File: src/core/chp_pkg.sv
// constants and types shared by the card end and the host end of the pin link
// assumes one 100 MHz clock on both ends; no software-visible registers
package chp_pkg;
    // ------------------------------------------------------------
    // timing
    // ------------------------------------------------------------
    localparam int CLK_PERIOD_NS = 10;
    localparam int INIT_TIME_NS = 1000;
    localparam int INIT_CYCLES = (INIT_TIME_NS + CLK_PERIOD_NS - 1) / CLK_PERIOD_NS;
    localparam int IRQ_PULSE_NS = 50;
    localparam int IRQ_PULSE_CYCLES = (IRQ_PULSE_NS + CLK_PERIOD_NS - 1) / CLK_PERIOD_NS;
    localparam int HOST_STROBE_NS = 40;
    localparam int HOST_STROBE_CYCLES = (HOST_STROBE_NS + CLK_PERIOD_NS - 1) / CLK_PERIOD_NS;
    localparam int CNT_W = 8;

    // ------------------------------------------------------------
    // modes and states
    // ------------------------------------------------------------
    typedef enum logic [2:0] {
        CHP_MODE_MEM = 3'h1,
        CHP_MODE_IO  = 3'h2,
        CHP_MODE_IDE = 3'h4
    } chp_mode_t;

    typedef enum logic [2:0] {
        CHP_ST_INIT  = 3'h1,
        CHP_ST_READY = 3'h2,
        CHP_ST_BUSY  = 3'h4
    } chp_state_t;

    typedef enum logic [3:0] {
        CHP_DMA_IDLE  = 4'h1,
        CHP_DMA_REQ   = 4'h2,
        CHP_DMA_XFER  = 4'h4,
        CHP_DMA_ULTRA = 4'h8
    } chp_dma_t;

    typedef enum logic [2:0] {
        CHP_H_IDLE   = 3'h1,
        CHP_H_STROBE = 3'h2,
        CHP_H_DONE   = 3'h4
    } chp_hstate_t;

    // ------------------------------------------------------------
    // small helpers
    // ------------------------------------------------------------
    function automatic logic chp_rise(input logic cur, input logic prev);
        return cur & ~prev;
    endfunction : chp_rise
endpackage : chp_pkg

File: src/core/chp_link_if.sv
// pin-level link between host controller and storage card
// all pins are sampled as synchronous to the shared clock
`timescale 1ns/100ps
interface chp_link_if;
    logic io_write_strobe_n;
    logic output_enable_n;
    logic ide_mode_select_n;
    logic attr_select_n;
    logic card_reset;
    logic soft_reset;
    logic ready;
    logic input_acknowledge_n;
    logic dma_request;
    logic ultra_dma_active;
    logic [15:0] host_data;
    logic [15:0] card_data;
    logic card_data_oe;

    modport card (
        input io_write_strobe_n, output_enable_n, ide_mode_select_n, attr_select_n,
        input card_reset, soft_reset, ultra_dma_active, host_data,
        output ready, input_acknowledge_n, dma_request, card_data, card_data_oe
    );
    modport host (
        output io_write_strobe_n, output_enable_n, ide_mode_select_n, attr_select_n,
        output card_reset, soft_reset, ultra_dma_active, host_data,
        input ready, input_acknowledge_n, dma_request, card_data, card_data_oe
    );
endinterface : chp_link_if

File: src/core/chp_card.sv
// card end: mode-dependent behaviour of the host-side control pins
// assumes host pins are synchronous to clk (write strobe still edge-detected, output enable sampled as a level)
`timescale 1ns/100ps
// Functional notes
// io mode latches data on write rise
// host negates write strobe before ultra dma
// stop on write pin ends ultra burst
// memory mode output enable drives read data
// io mode output enable only reads registers
// grounded mode select gives ide pin functions
// memory mode ready high idle, low busy
// ready low until init; host waits
// reset held from power never stalls ready
// io mode ready pin is low interrupt
// ide mode interrupt active high on ready
// attribute select picks common or attribute memory
// host holds attribute select low in io
// host acknowledges dma via attribute select pin
// acknowledge ignored while no dma active
// non-dma ide host ties acknowledge high
// pc card modes reset while reset high
// reset held from power: one reset only
// soft reset bit also resets card
// ide mode reset pin is active low
// dma request held until acknowledge, then dropped
// io read response asserts input acknowledge
// host strobes and reset edge-detected internally; the code edge-detects only the write strobe and the reset pin
module chp_card
    import chp_pkg::*;
#(
    parameter int INIT_CNT = INIT_CYCLES,
    parameter int PULSE_CNT = IRQ_PULSE_CYCLES
) (
    // clock and reset
    input wire logic clk,
    input wire logic rst,
    // link
    chp_link_if.card lnk,
    // user side
    input wire logic io_mode_cfg,
    input wire logic irq_level_mode,
    input wire logic irq_event,
    input wire logic busy_req,
    input wire logic dma_more,
    input wire logic [15:0] common_rd_data,
    input wire logic [15:0] attr_rd_data,
    output logic [15:0] io_wr_data,
    output logic io_wr_valid,
    output logic ultra_burst_stop,
    output logic dma_xfer,
    output logic attr_access,
    output logic [2:0] mode
);
    // ------------------------------------------------------------
    // input edge detection
    // ------------------------------------------------------------
    logic wr_prev, rst_prev;
    logic wr_rise, wr_fall;
    logic pin_reset, power_seen, next_power_seen;
    logic held_edge, next_held_edge;
    chp_mode_t cur_mode;

    // mode select
    assign cur_mode = !lnk.ide_mode_select_n ? CHP_MODE_IDE : (io_mode_cfg ? CHP_MODE_IO : CHP_MODE_MEM);

    // edge detection
    always_ff @(posedge clk) begin
        if (rst) begin
            wr_prev <= 1'b1;
            rst_prev <= 1'b1;
        end else begin
            wr_prev <= lnk.io_write_strobe_n;
            rst_prev <= pin_reset;
        end
    end
    assign wr_rise = chp_rise(lnk.io_write_strobe_n, wr_prev);
    assign wr_fall = chp_rise(wr_prev, lnk.io_write_strobe_n);

    // ------------------------------------------------------------
    // reset handling
    // ------------------------------------------------------------
    logic card_rst;
    // ide reset active low
    // pc card reset active high
    assign pin_reset = (cur_mode == CHP_MODE_IDE) ? !lnk.card_reset : lnk.card_reset;
    // a reset level held since power-up is ignored; only a fresh rise counts
    // the power-up init is that single reset
    // soft reset bit
    // a fresh reset keeps init pinned for as long as it is held, so ready never blips
    assign card_rst = (power_seen && pin_reset && (!rst_prev || held_edge)) || lnk.soft_reset;
    always_comb begin
        next_power_seen = power_seen;
        next_held_edge = held_edge;
        if (!pin_reset) begin
            next_power_seen = 1'b1;
            next_held_edge = 1'b0;
        end
        if (power_seen && pin_reset && !rst_prev) next_held_edge = 1'b1;
    end
    always_ff @(posedge clk) begin
        if (rst) begin
            power_seen <= 1'b0;
            held_edge <= 1'b0;
        end else begin
            power_seen <= next_power_seen;
            held_edge <= next_held_edge;
        end
    end

    // ------------------------------------------------------------
    // ready state machine
    // ------------------------------------------------------------
    chp_state_t state, next_state;
    logic [CNT_W-1:0] cnt, next_cnt;
    logic [CNT_W-1:0] pcnt, next_pcnt;
    logic irq_hold, next_irq_hold;
    logic next_ready;
    always_comb begin
        next_state = state;
        next_cnt = cnt;
        case (state)
            // busy during init
            CHP_ST_INIT: begin
                if (cnt == CNT_W'(INIT_CNT - 1)) next_state = CHP_ST_READY;
                else next_cnt = cnt + 1'b1;
            end
            CHP_ST_READY: if (busy_req) next_state = CHP_ST_BUSY;
            CHP_ST_BUSY: if (!busy_req) next_state = CHP_ST_READY;
            default: next_state = CHP_ST_INIT;
        endcase
        if (card_rst) begin
            next_state = CHP_ST_INIT;
            next_cnt = '0;
        end
    end

    // interrupt: pulse stretcher or level, set wins over release
    always_comb begin
        next_pcnt = pcnt;
        next_irq_hold = irq_hold;
        if (pcnt != '0) next_pcnt = pcnt - 1'b1;
        if (!irq_event) next_irq_hold = 1'b0;
        if (irq_event && !irq_hold) begin
            next_irq_hold = 1'b1;
            next_pcnt = CNT_W'(PULSE_CNT);
        end
        if (card_rst) begin
            next_pcnt = '0;
            next_irq_hold = 1'b0;
        end
    end

    always_comb begin
        case (cur_mode)
            // active-low interrupt in io mode
            CHP_MODE_IO: next_ready = (state == CHP_ST_INIT) ? 1'b0 :
                                      !(irq_level_mode ? irq_event : (next_pcnt != '0));
            // active-high interrupt in ide mode
            CHP_MODE_IDE: next_ready = (state != CHP_ST_INIT) && irq_event;
            // ready high when idle
            default: next_ready = (next_state == CHP_ST_READY);
        endcase
    end

    always_ff @(posedge clk) begin
        if (rst) begin
            state <= CHP_ST_INIT;
            cnt <= '0;
            pcnt <= '0;
            irq_hold <= 1'b0;
            lnk.ready <= 1'b0;
        end else begin
            state <= next_state;
            cnt <= next_cnt;
            pcnt <= next_pcnt;
            irq_hold <= next_irq_hold;
            lnk.ready <= next_ready;
        end
    end

    // ------------------------------------------------------------
    // data strobes and dma
    // ------------------------------------------------------------
    chp_dma_t dma, next_dma;
    logic next_wr_valid, next_stop, next_in_ack_n, next_oe, next_attr;
    logic [15:0] next_wr_data, next_rd;
    always_comb begin
        next_dma = dma;
        next_wr_valid = 1'b0;
        next_wr_data = io_wr_data;
        next_stop = 1'b0;
        next_oe = 1'b0;
        next_rd = '0;
        next_in_ack_n = 1'b1;
        next_attr = attr_access;
        // latch on trailing edge
        if (wr_rise && cur_mode != CHP_MODE_MEM && dma != CHP_DMA_ULTRA) begin
            next_wr_valid = 1'b1;
            next_wr_data = lnk.host_data;
        end
        if (!lnk.output_enable_n && cur_mode != CHP_MODE_IDE) begin
            // attribute select decode
            next_attr = !lnk.attr_select_n;
            // memory read of common or attribute space
            if (cur_mode == CHP_MODE_MEM) begin
                next_oe = 1'b1;
                next_rd = lnk.attr_select_n ? common_rd_data : attr_rd_data;
            // io mode only attribute registers
            end else if (!lnk.attr_select_n) begin
                next_oe = 1'b1;
                next_rd = attr_rd_data;
            end
        end
        // acknowledge io read response
        if (cur_mode == CHP_MODE_IO && !lnk.attr_select_n && !lnk.output_enable_n && state != CHP_ST_INIT)
            next_in_ack_n = 1'b0;
        case (dma)
            CHP_DMA_IDLE: if (cur_mode == CHP_MODE_IDE && dma_more) next_dma = CHP_DMA_REQ;
            // hold request until acknowledge
            // acknowledge only seen once requested
            CHP_DMA_REQ: if (!lnk.attr_select_n)
                next_dma = lnk.ultra_dma_active ? CHP_DMA_ULTRA : CHP_DMA_XFER;
            CHP_DMA_XFER: if (lnk.attr_select_n) next_dma = dma_more ? CHP_DMA_REQ : CHP_DMA_IDLE;
            // stop ends burst
            CHP_DMA_ULTRA: if (wr_fall || lnk.attr_select_n) begin
                next_stop = wr_fall;
                next_dma = CHP_DMA_IDLE;
            end
            default: next_dma = CHP_DMA_IDLE;
        endcase
        if (card_rst || cur_mode != CHP_MODE_IDE) next_dma = CHP_DMA_IDLE;
    end

    always_ff @(posedge clk) begin
        if (rst) begin
            dma <= CHP_DMA_IDLE;
            io_wr_valid <= 1'b0;
            io_wr_data <= 16'h0000;
            ultra_burst_stop <= 1'b0;
            attr_access <= 1'b0;
            dma_xfer <= 1'b0;
            mode <= CHP_MODE_MEM;
            lnk.card_data <= 16'h0000;
            lnk.card_data_oe <= 1'b0;
            lnk.input_acknowledge_n <= 1'b1;
            lnk.dma_request <= 1'b0;
        end else begin
            dma <= next_dma;
            io_wr_valid <= next_wr_valid;
            io_wr_data <= next_wr_data;
            ultra_burst_stop <= next_stop;
            attr_access <= next_attr;
            dma_xfer <= (next_dma == CHP_DMA_XFER) || (next_dma == CHP_DMA_ULTRA);
            mode <= cur_mode;
            lnk.card_data <= next_rd;
            lnk.card_data_oe <= next_oe;
            lnk.input_acknowledge_n <= next_in_ack_n;
            lnk.dma_request <= (next_dma == CHP_DMA_REQ);
        end
    end
endmodule : chp_card

File: src/flat_wrapper.sv
// flat-port wrapper written by rule: the top's interface ports become plain ports
module chp_card_flat import chp_pkg::*;
#(
    parameter int INIT_CNT = INIT_CYCLES,
    parameter int PULSE_CNT = IRQ_PULSE_CYCLES
)
  (clk, rst, io_mode_cfg, irq_level_mode, irq_event, busy_req, dma_more, common_rd_data, attr_rd_data, io_wr_data, io_wr_valid, ultra_burst_stop, dma_xfer, attr_access, mode, lnk_io_write_strobe_n, lnk_output_enable_n, lnk_ide_mode_select_n, lnk_attr_select_n, lnk_card_reset, lnk_soft_reset, lnk_ultra_dma_active, lnk_host_data, lnk_ready, lnk_input_acknowledge_n, lnk_dma_request, lnk_card_data, lnk_card_data_oe);
  chp_link_if lnk_i ();
  input wire logic clk;
  input wire logic rst;
  input wire logic io_mode_cfg;
  input wire logic irq_level_mode;
  input wire logic irq_event;
  input wire logic busy_req;
  input wire logic dma_more;
  input wire logic [15:0] common_rd_data;
  input wire logic [15:0] attr_rd_data;
  output logic [15:0] io_wr_data;
  output logic io_wr_valid;
  output logic ultra_burst_stop;
  output logic dma_xfer;
  output logic attr_access;
  output logic [2:0] mode;
  input wire logic [$bits(lnk_i.io_write_strobe_n)-1:0] lnk_io_write_strobe_n;
  input wire logic [$bits(lnk_i.output_enable_n)-1:0] lnk_output_enable_n;
  input wire logic [$bits(lnk_i.ide_mode_select_n)-1:0] lnk_ide_mode_select_n;
  input wire logic [$bits(lnk_i.attr_select_n)-1:0] lnk_attr_select_n;
  input wire logic [$bits(lnk_i.card_reset)-1:0] lnk_card_reset;
  input wire logic [$bits(lnk_i.soft_reset)-1:0] lnk_soft_reset;
  input wire logic [$bits(lnk_i.ultra_dma_active)-1:0] lnk_ultra_dma_active;
  input wire logic [$bits(lnk_i.host_data)-1:0] lnk_host_data;
  output wire logic [$bits(lnk_i.ready)-1:0] lnk_ready;
  output wire logic [$bits(lnk_i.input_acknowledge_n)-1:0] lnk_input_acknowledge_n;
  output wire logic [$bits(lnk_i.dma_request)-1:0] lnk_dma_request;
  output wire logic [$bits(lnk_i.card_data)-1:0] lnk_card_data;
  output wire logic [$bits(lnk_i.card_data_oe)-1:0] lnk_card_data_oe;
  assign lnk_i.io_write_strobe_n = lnk_io_write_strobe_n;
  assign lnk_i.output_enable_n = lnk_output_enable_n;
  assign lnk_i.ide_mode_select_n = lnk_ide_mode_select_n;
  assign lnk_i.attr_select_n = lnk_attr_select_n;
  assign lnk_i.card_reset = lnk_card_reset;
  assign lnk_i.soft_reset = lnk_soft_reset;
  assign lnk_i.ultra_dma_active = lnk_ultra_dma_active;
  assign lnk_i.host_data = lnk_host_data;
  assign lnk_ready = lnk_i.ready;
  assign lnk_input_acknowledge_n = lnk_i.input_acknowledge_n;
  assign lnk_dma_request = lnk_i.dma_request;
  assign lnk_card_data = lnk_i.card_data;
  assign lnk_card_data_oe = lnk_i.card_data_oe;
  chp_card #(.INIT_CNT(INIT_CNT), .PULSE_CNT(PULSE_CNT)) u_core (.clk(clk), .rst(rst), .lnk(lnk_i), .io_mode_cfg(io_mode_cfg), .irq_level_mode(irq_level_mode), .irq_event(irq_event), .busy_req(busy_req), .dma_more(dma_more), .common_rd_data(common_rd_data), .attr_rd_data(attr_rd_data), .io_wr_data(io_wr_data), .io_wr_valid(io_wr_valid), .ultra_burst_stop(ultra_burst_stop), .dma_xfer(dma_xfer), .attr_access(attr_access), .mode(mode));
endmodule
File: config.mk
export PLATFORM = sky130hd
export DESIGN_NAME = chp_card_flat
export DESIGN_NICKNAME = d
export VERILOG_FILES = /design/src/core/chp_pkg.sv /design/src/core/chp_link_if.sv /design/src/core/chp_card.sv /design/src/flat_wrapper.sv
export SDC_FILE = /design/constraint.sdc
export NUM_CORES = 1
export LEC_CHECK = 0
export BUFFER_PORTS_ARGS = -buffer_cell sky130_fd_sc_hd__buf_2
export CAP_MARGIN = 10
export CORE_MARGIN = 2
export CORE_UTILIZATION = 50
export DETAILED_ROUTE_END_ITERATION = 6
export HOLD_SLACK_MARGIN = 0.05
export PLACE_DENSITY = 0.79
export SLEW_MARGIN = 20
export SYNTH_ARGS = -nofsm -noshare
export SYNTH_HDL_FRONTEND = slang
export SYNTH_SLANG_ARGS = --single-unit
File: constraint.sdc
create_clock -name clk -period 1.9 [get_ports clk]
set_input_delay 0.095 -clock clk [delete_from_list [all_inputs] [get_ports clk]]
set_output_delay 0.095 -clock clk [all_outputs]
set_load 0.03 [all_outputs]
==> metrics.md, run 1 <==
| Metric | Value |
|---|---|
| P_leak | 2.00 nW |
| Setup Skew | 0.0120 ns |
| Yosys top cell by area | dfxtp_1 |
| Root Driver | clkbuf_8 |
| PwrDens | 762 nW/µm² |
| Core ar. | 5890 µm² |
| Pre-antenna DRT Iters | 4 |
| WL final | 8410 µm |
| Crit path from | io_mode_cfg |
| Max transition margin | 58.2% |
| Worst Min Path Start | rst |
| Initial drt markers | 108 |
| Final core occ | 74.5% |
| Die Wd | 82.0 µm |
| Worst Tran Pin Value | 0.627 ns |
| Period utilization | 94.3% |
| Most common cell in the synthesized netlist | dfxtp_1 |
| Largest cells by area after synthesis | dfxtp_1 (47%), mux2i_1 (8.6%), nor2_1 (6.3%), xor2_1 (2.9%), nand2b_1 (2.7%) |
| TritonCTS clock tree | yes |
| Max-cap violations | 0 |
| Avg Cell Area, Syn | 9.56 µm² |
| Largest net degree at the start of global routing | 31 |
| Peak Freq | 558 MHz |
| Number of synthesized register bits | 71 |
| Syn_nets | 383 |
| Final total power | 3.34 mW |
| Worst Path Arrival | 2.08 ns |
| Reg area | 1420 µm² |
| Syn Std Cell Area | 3040 µm² |
| Vias in the first global route | 2852 |
| CTS Sinks | 71 |
| CTS max path bufs | 2 |
| DRC viols | 0 |
| Top cells by count, synth | dfxtp_1 (71), nor2_1 (51), mux2i_1 (26) |
| Hold Path Class | input port to flop |
| Grt ovf | 0 |
| Unique masters post-synth | 51 |
| Gr busiest metal | met2 |
| Setup ws final | 0.108 ns |
| IO Port Bufs | 104 |
| M3 GR Usage | 6.92% |
| Initial antenna violation count | 0 |
| Status | finished clean |
| GRT met1 Usage | 27.5% |
| Via/cell ratio | 5.15 |
| Num ports | 105 |
| Die Y | 82.0 µm |
| Req. time, crit path | 2.19 ns |
| Setup TNS | 0 ns |
| FP Rows | 28 |
| Pins Over Slew Limit | 0 |
| Ys Warns | 0 |
| Max VDD drop | 0.512 mV |
| Ant diodes | 0 |
| Setup crit start kind | input port |
| DP Worst Slack | 0.181 ns |
| Wire length per cell | 15.0 µm |
| Final Hold Viols | 0 |
| TritonCTS buffer count | 9 |
| Minimum clock period | 1.79 ns |
| Post-CTS Setup Inserts | 0 |
| CP max FO | 7 |
| R2r startpoint | u_core.pcnt[1]$_SDFF_PP0_ |
| Seq/Total Area, Yosys | 46.7% |
| Top cell type's share of synthesized area | 46.7% |
| Gr usage total | 25.4% |
| Area Overhead vs Synth | 44.3% |
| # fillers | 416 |
| Crit Path Class | input port to flop |
| Area occupied by multi-input gates | 1500 µm² |
| Dpl hpwl | 4910 µm |
| Initial Util | 51.7% |
| Unrepaired setup endpoints after global routing | false |
| CTS H-Tree Depth | 3 |
| Later-pin clock latency in the skew report | 0.34 ns |
| Post-DRT Antenna Nets | 0 |
| GP Congestion | 0.873 |
| Ys flop type | dfxtp_1 |
| Die ar. | 6720 µm² |
| Post-synth EDFFs | 0 |
| First-pass GRT wire length | 12800 µm |
| Ratio of cells with drive above 1 in the final layout | 28.4% |
| Setup violators final | 0 |
| Via count | 2891 |
| Clock transition at path regs | 0.08 ns |
| Synthesized instance count | 318 |
| NumNets Final | 547 |
| Critical Path End Type | flop |
| Met2 Usage GRT | 47.1% |
| Async S/R FF share, synth | 0% |
sequential cells by signal, summed over array words and instances, names as in the netlist, 3 cells and up:
signal and count:
u_core.cnt 8, u_core.dma 4, u_core.io_wr_data 16, u_core.lnk.card_data 16
u_core.mode 3, u_core.pcnt 8, u_core.state 3
path summary, 6_finish.rpt:
check,endpoint,slack [ns],cells after the start
worst max register to register,u_core.lnk.ready$_SDFF_PP0_,0.19,7
worst min register to register,u_core.io_wr_data[8]$_SDFFE_PP0P_,0.50,2
worst min-delay path,u_core.power_seen$_SDFFE_PP0P_,0.07,2
worst max-delay path,u_core.lnk.card_data[12]$_SDFF_PP0_,0.11,7
power by group:
part	internal, mW	switching (mW)
Combinational	0.290	0.291
Sequential	1.53	0.0351
Clock	0.634	0.560
critical path, cell delays in order:
cell and delay (ns):
dlygate4sd3_1 0.52, buf_2 0.15, nor2b_1 0.23, buf_4 0.21
nand3_1 0.11, a21oi_1 0.20, dlygate4sd3_1 0.56
kinds of logic after synthesis:
family	after synthesis	synth area share [%]
AO/OA/AOI/OAI	42	9.75
XOR/XNOR	16	4.61
AND/OR/NAND/NOR	137	25.0
flip-flops	71	46.7
multiplexers	26	8.56
adder cells (fa/ha/maj)	3	1.23
buffers and inverters	23	4.07
per-layer routing:
layer	wire length, µm	part of all wire (%)
met1	3270	39
met2	4550	54
met3	465	5.5
met4	121	1.4
met5	0	0
cell usage in the layout (no fill, tap or decap), types with 7 or more instances in the layout:
cell             n
clkbuf_8        10
nor2b_1          9
dfxtp_1         71
nand2b_1        13
buf_2          104
a21oi_1         12
nor2_1          51
dlygate4sd3_1   56
xor2_1          10
nand3_1          9
nand2_1         13
inv_1            9
mux2i_1         26
nor3_1           7
o21ai_0          8
cell type report:
cell class,count,share of cell area [%]
clock buffer,10,3.14
multi-input combinational,224,34.1
clock inverter,5,1.34
sequential,71,32.4
tap,75,2.14
timing repair buffer,167,26.1
inverter,9,0.770
per-stage QoR:
stage | hold slack, ns | instances | instance area (µm²)
3_5_place_dp | 0.338 | 490 | 3630
4_1_cts | 0.0503 | 561 | 4390
5_1_grt | 0.0699 | 561 | 4390
6_report | 0.0712 | 561 | 4390
2_1_floorplan | 0.173 | 318 | 3040
3_3_place_gp | 0.325 | 490 | 3630
timing repair:
item | CTS | global route
gates resized for setup | 0 | 1
hold endpoints to repair | 40 | 0
hold buffers | 56 | 0
endpoints found under the setup margin | 0 | 1
(Power assumes the default switching activity.)
==> run 2: changes to the inputs <==
--- a/config.mk
+++ b/config.mk
@@ -8,10 +8,10 @@
 export BUFFER_PORTS_ARGS = -buffer_cell sky130_fd_sc_hd__buf_2
 export CAP_MARGIN = 10
 export CORE_MARGIN = 2
-export CORE_UTILIZATION = 50
+export CORE_UTILIZATION = 45
 export DETAILED_ROUTE_END_ITERATION = 6
 export HOLD_SLACK_MARGIN = 0.05
-export PLACE_DENSITY = 0.79
+export PLACE_DENSITY = 0.75
 export SLEW_MARGIN = 20
 export SYNTH_ARGS = -nofsm -noshare
 export SYNTH_HDL_FRONTEND = slang
==> constraint.sdc (replaced) <==
create_clock -name clk -period 1.5 [get_ports clk]
set_input_delay 0.075 -clock clk [delete_from_list [all_inputs] [get_ports clk]]
set_output_delay 0.075 -clock clk [all_outputs]
set_load 0.03 [all_outputs]
==> metrics.md, run 2 (synthesis gave the netlist of run 1 again) <==
| Metric | Value |
|---|---|
| Unrepaired setup endpoints after global routing | true |
| Commonest non-fill, non-tap cell in the layout | buf_2 |
| Grt ovf | 0 |
| Largest registers | u_core.io_wr_data x16, u_core.lnk.card_data x16 |
| R2r startpoint | u_core.pcnt[2]$_SDFF_PP0_ |
| Core ar. | 6460 µm² |
| CTS H-Tree Depth | 3 |
| Buffers & Inverters on Critical Path | 0 |
| Delay-heaviest family, CP | simple AND/OR/NAND/NOR gates |
| Critical R2R Capture | u_core.lnk.ready$_SDFF_PP0_ |
| Die ar. | 7430 µm² |
| CTS Sinks | 71 |
| Setup ws final | -0.105 ns |
| Minimum clock period | 1.60 ns |
| # fillers | 429 |
| Ant diodes | 0 |
| CP peak stage delay | 0.58 ns |
| Worst Tran Pin Value | 0.370 ns |
| Setup crit start kind | flop |
| Setup Skew | 0.0110 ns |
| Worst path most repeated cell | o211ai_2 |
| Max-cap violations | 0 |
| IO Port Bufs | 104 |
| Later-pin clock latency in the skew report | 0.35 ns |
| Initial antenna violation count | 0 |
| Root Driver | clkbuf_8 |
| Req. time, crit path | 1.73 ns |
| R2R cell count | 5 |
| Status | complete, but fails checks |
| Die Y | 86.2 µm |
| Max VDD drop | 0.590 mV |
| Ratio of cells with drive above 1 in the final layout | 36.2% |
| Setup TNS | -0.135 ns |
| First-pass GRT wire length | 14700 µm |
| WL final | 9610 µm |
| Pre-antenna DRT Iters | 4 |
| Via count | 3092 |
| Area Overhead vs Synth | 58.0% |
| Period utilization | 107% |
| Setup slack, reg-to-reg | -0.10 ns |
| Die Wd | 86.2 µm |
| Setup violators final | 3 |
| Gr usage total | 25.6% |
| Initial Util | 47.1% |
| Wire length per cell | 16.2 µm |
| Worst Min Path Start | lnk_output_enable_n |
| DRC viols | 0 |
| Crit path from | u_core.pcnt[2]$_SDFF_PP0_ |
| Dpl hpwl | 5540 µm |
| NumNets Final | 577 |
| Hold WS | 0.0819 ns |
| Hold Path Class | input port to flop |
| CTS max path bufs | 2 |
| Final Hold Viols | 0 |
| Critical-path top delay cell | or4_4 |
| GP Congestion | 0.861 |
| TritonCTS buffer count | 9 |
| PwrDens | 964 nW/µm² |
| Crit Path Class | flop to flop |
| Critical Path End Type | flop |
| DP Worst Slack | -0.0929 ns |
| Clock transition at path regs | 0.08 ns |
| TritonCTS clock tree | yes |
| Vias in the first global route | 3180 |
| Violations in the final reports | negative setup slack |
| Num ports | 105 |
| Max transition margin | 75.1% |
| Via/cell ratio | 5.21 |
| Worst Path Arrival | 1.83 ns |
| FP Rows | 29 |
| Most frequent cells in the layout | buf_2 (104), dfxtp_1 (65), dlygate4sd3_1 (57) |
| Final total power | 4.63 mW |
| CP max FO | 4 |
| P_leak | 2.21 nW |
| Initial drt markers | 123 |
| Cells on Worst Hold Path | 4 |
| Largest net degree at the start of global routing | 20 |
| Pins Over Slew Limit | 0 |
| Peak Freq | 623 MHz |
| Final core occ | 74.4% |
| CP cell instances | or4_4 -> nor4b_4 -> o211ai_1 -> o211ai_2 -> o211ai_2 |
| Hold EP | u_core.lnk.input_acknowledge_n$_SDFF_PP1_ |
| Post-DRT Antenna Nets | 0 |
## run 2: worst reg2reg max path: stages, from the launching register on
cell,delay (ns)
dfxtp_2,0.33
or4_4,0.58
nor4b_4,0.23
o211ai_1,0.17
o211ai_2,0.11
o211ai_2,0.08
## run 2: layout make-up
cell class                 count  area, µm²  share of cell area, %
clock inverter                 6       92.6                   1.93
multi-input combinational    224       1580                   32.9
tap                           77       96.3                   2.01
clock buffer                  10        138                   2.86
sequential                    71       1430                   29.8
timing repair buffer         197       1430                   29.8
inverter                       9       36.3                  0.755
## run 2: repair_timing
item                       in CTS  in global routing
hold endpoints to repair       43                  0
buffers inserted                2                  4
setup endpoints to repair       5                 32
resized for setup               8                 17
pin swaps                       1                  9
cloned                          1                  1
hold buffers                   57                  0
## run 2: through the flow
stage,area (µm²),instances
final,4800,594
after global routing,4800,594
after CTS,4680,589
after detailed placement,3820,513
after global placement,3820,513
after floorplan,3070,318
## run 2: layer usage
| layer | vias to the layer above | track usage [%] | part of all wire [%] | wire [µm] |
|---|---|---|---|---|
| met4 | 0 | 12.5 | 3.6 | 346 |
| met5 | - | 0 | 0 | 0 |
| met1 | 1448 | 26.5 | 37 | 3530 |
| li1 | 1489 | - | - | - |
| met3 | 31 | 4.57 | 5.7 | 551 |
| met2 | 124 | 49.2 | 54 | 5190 |
## run 2: worst max-delay path by stage
stage	to	cells past startpoint
4_1_cts	u_core.lnk.ready$_SDFF_PP0_	5
6_report	u_core.lnk.ready$_SDFF_PP0_	5
3_3_place_gp	u_core.lnk.ready$_SDFF_PP0_	7
5_1_grt	u_core.lnk.ready$_SDFF_PP0_	5
2_1_floorplan	u_core.lnk.ready$_SDFF_PP0_	8
3_5_place_dp	u_core.lnk.ready$_SDFF_PP0_	5
## run 2: report_power, final
group          internal (mW)  switching, mW  total (mW)  leakage, nW
clock                  0.990          0.757        1.75        0.109
sequential              1.94         0.0399        1.98        0.579
combinational          0.470          0.434       0.903         1.52
total                   3.40           1.23        4.63         2.21
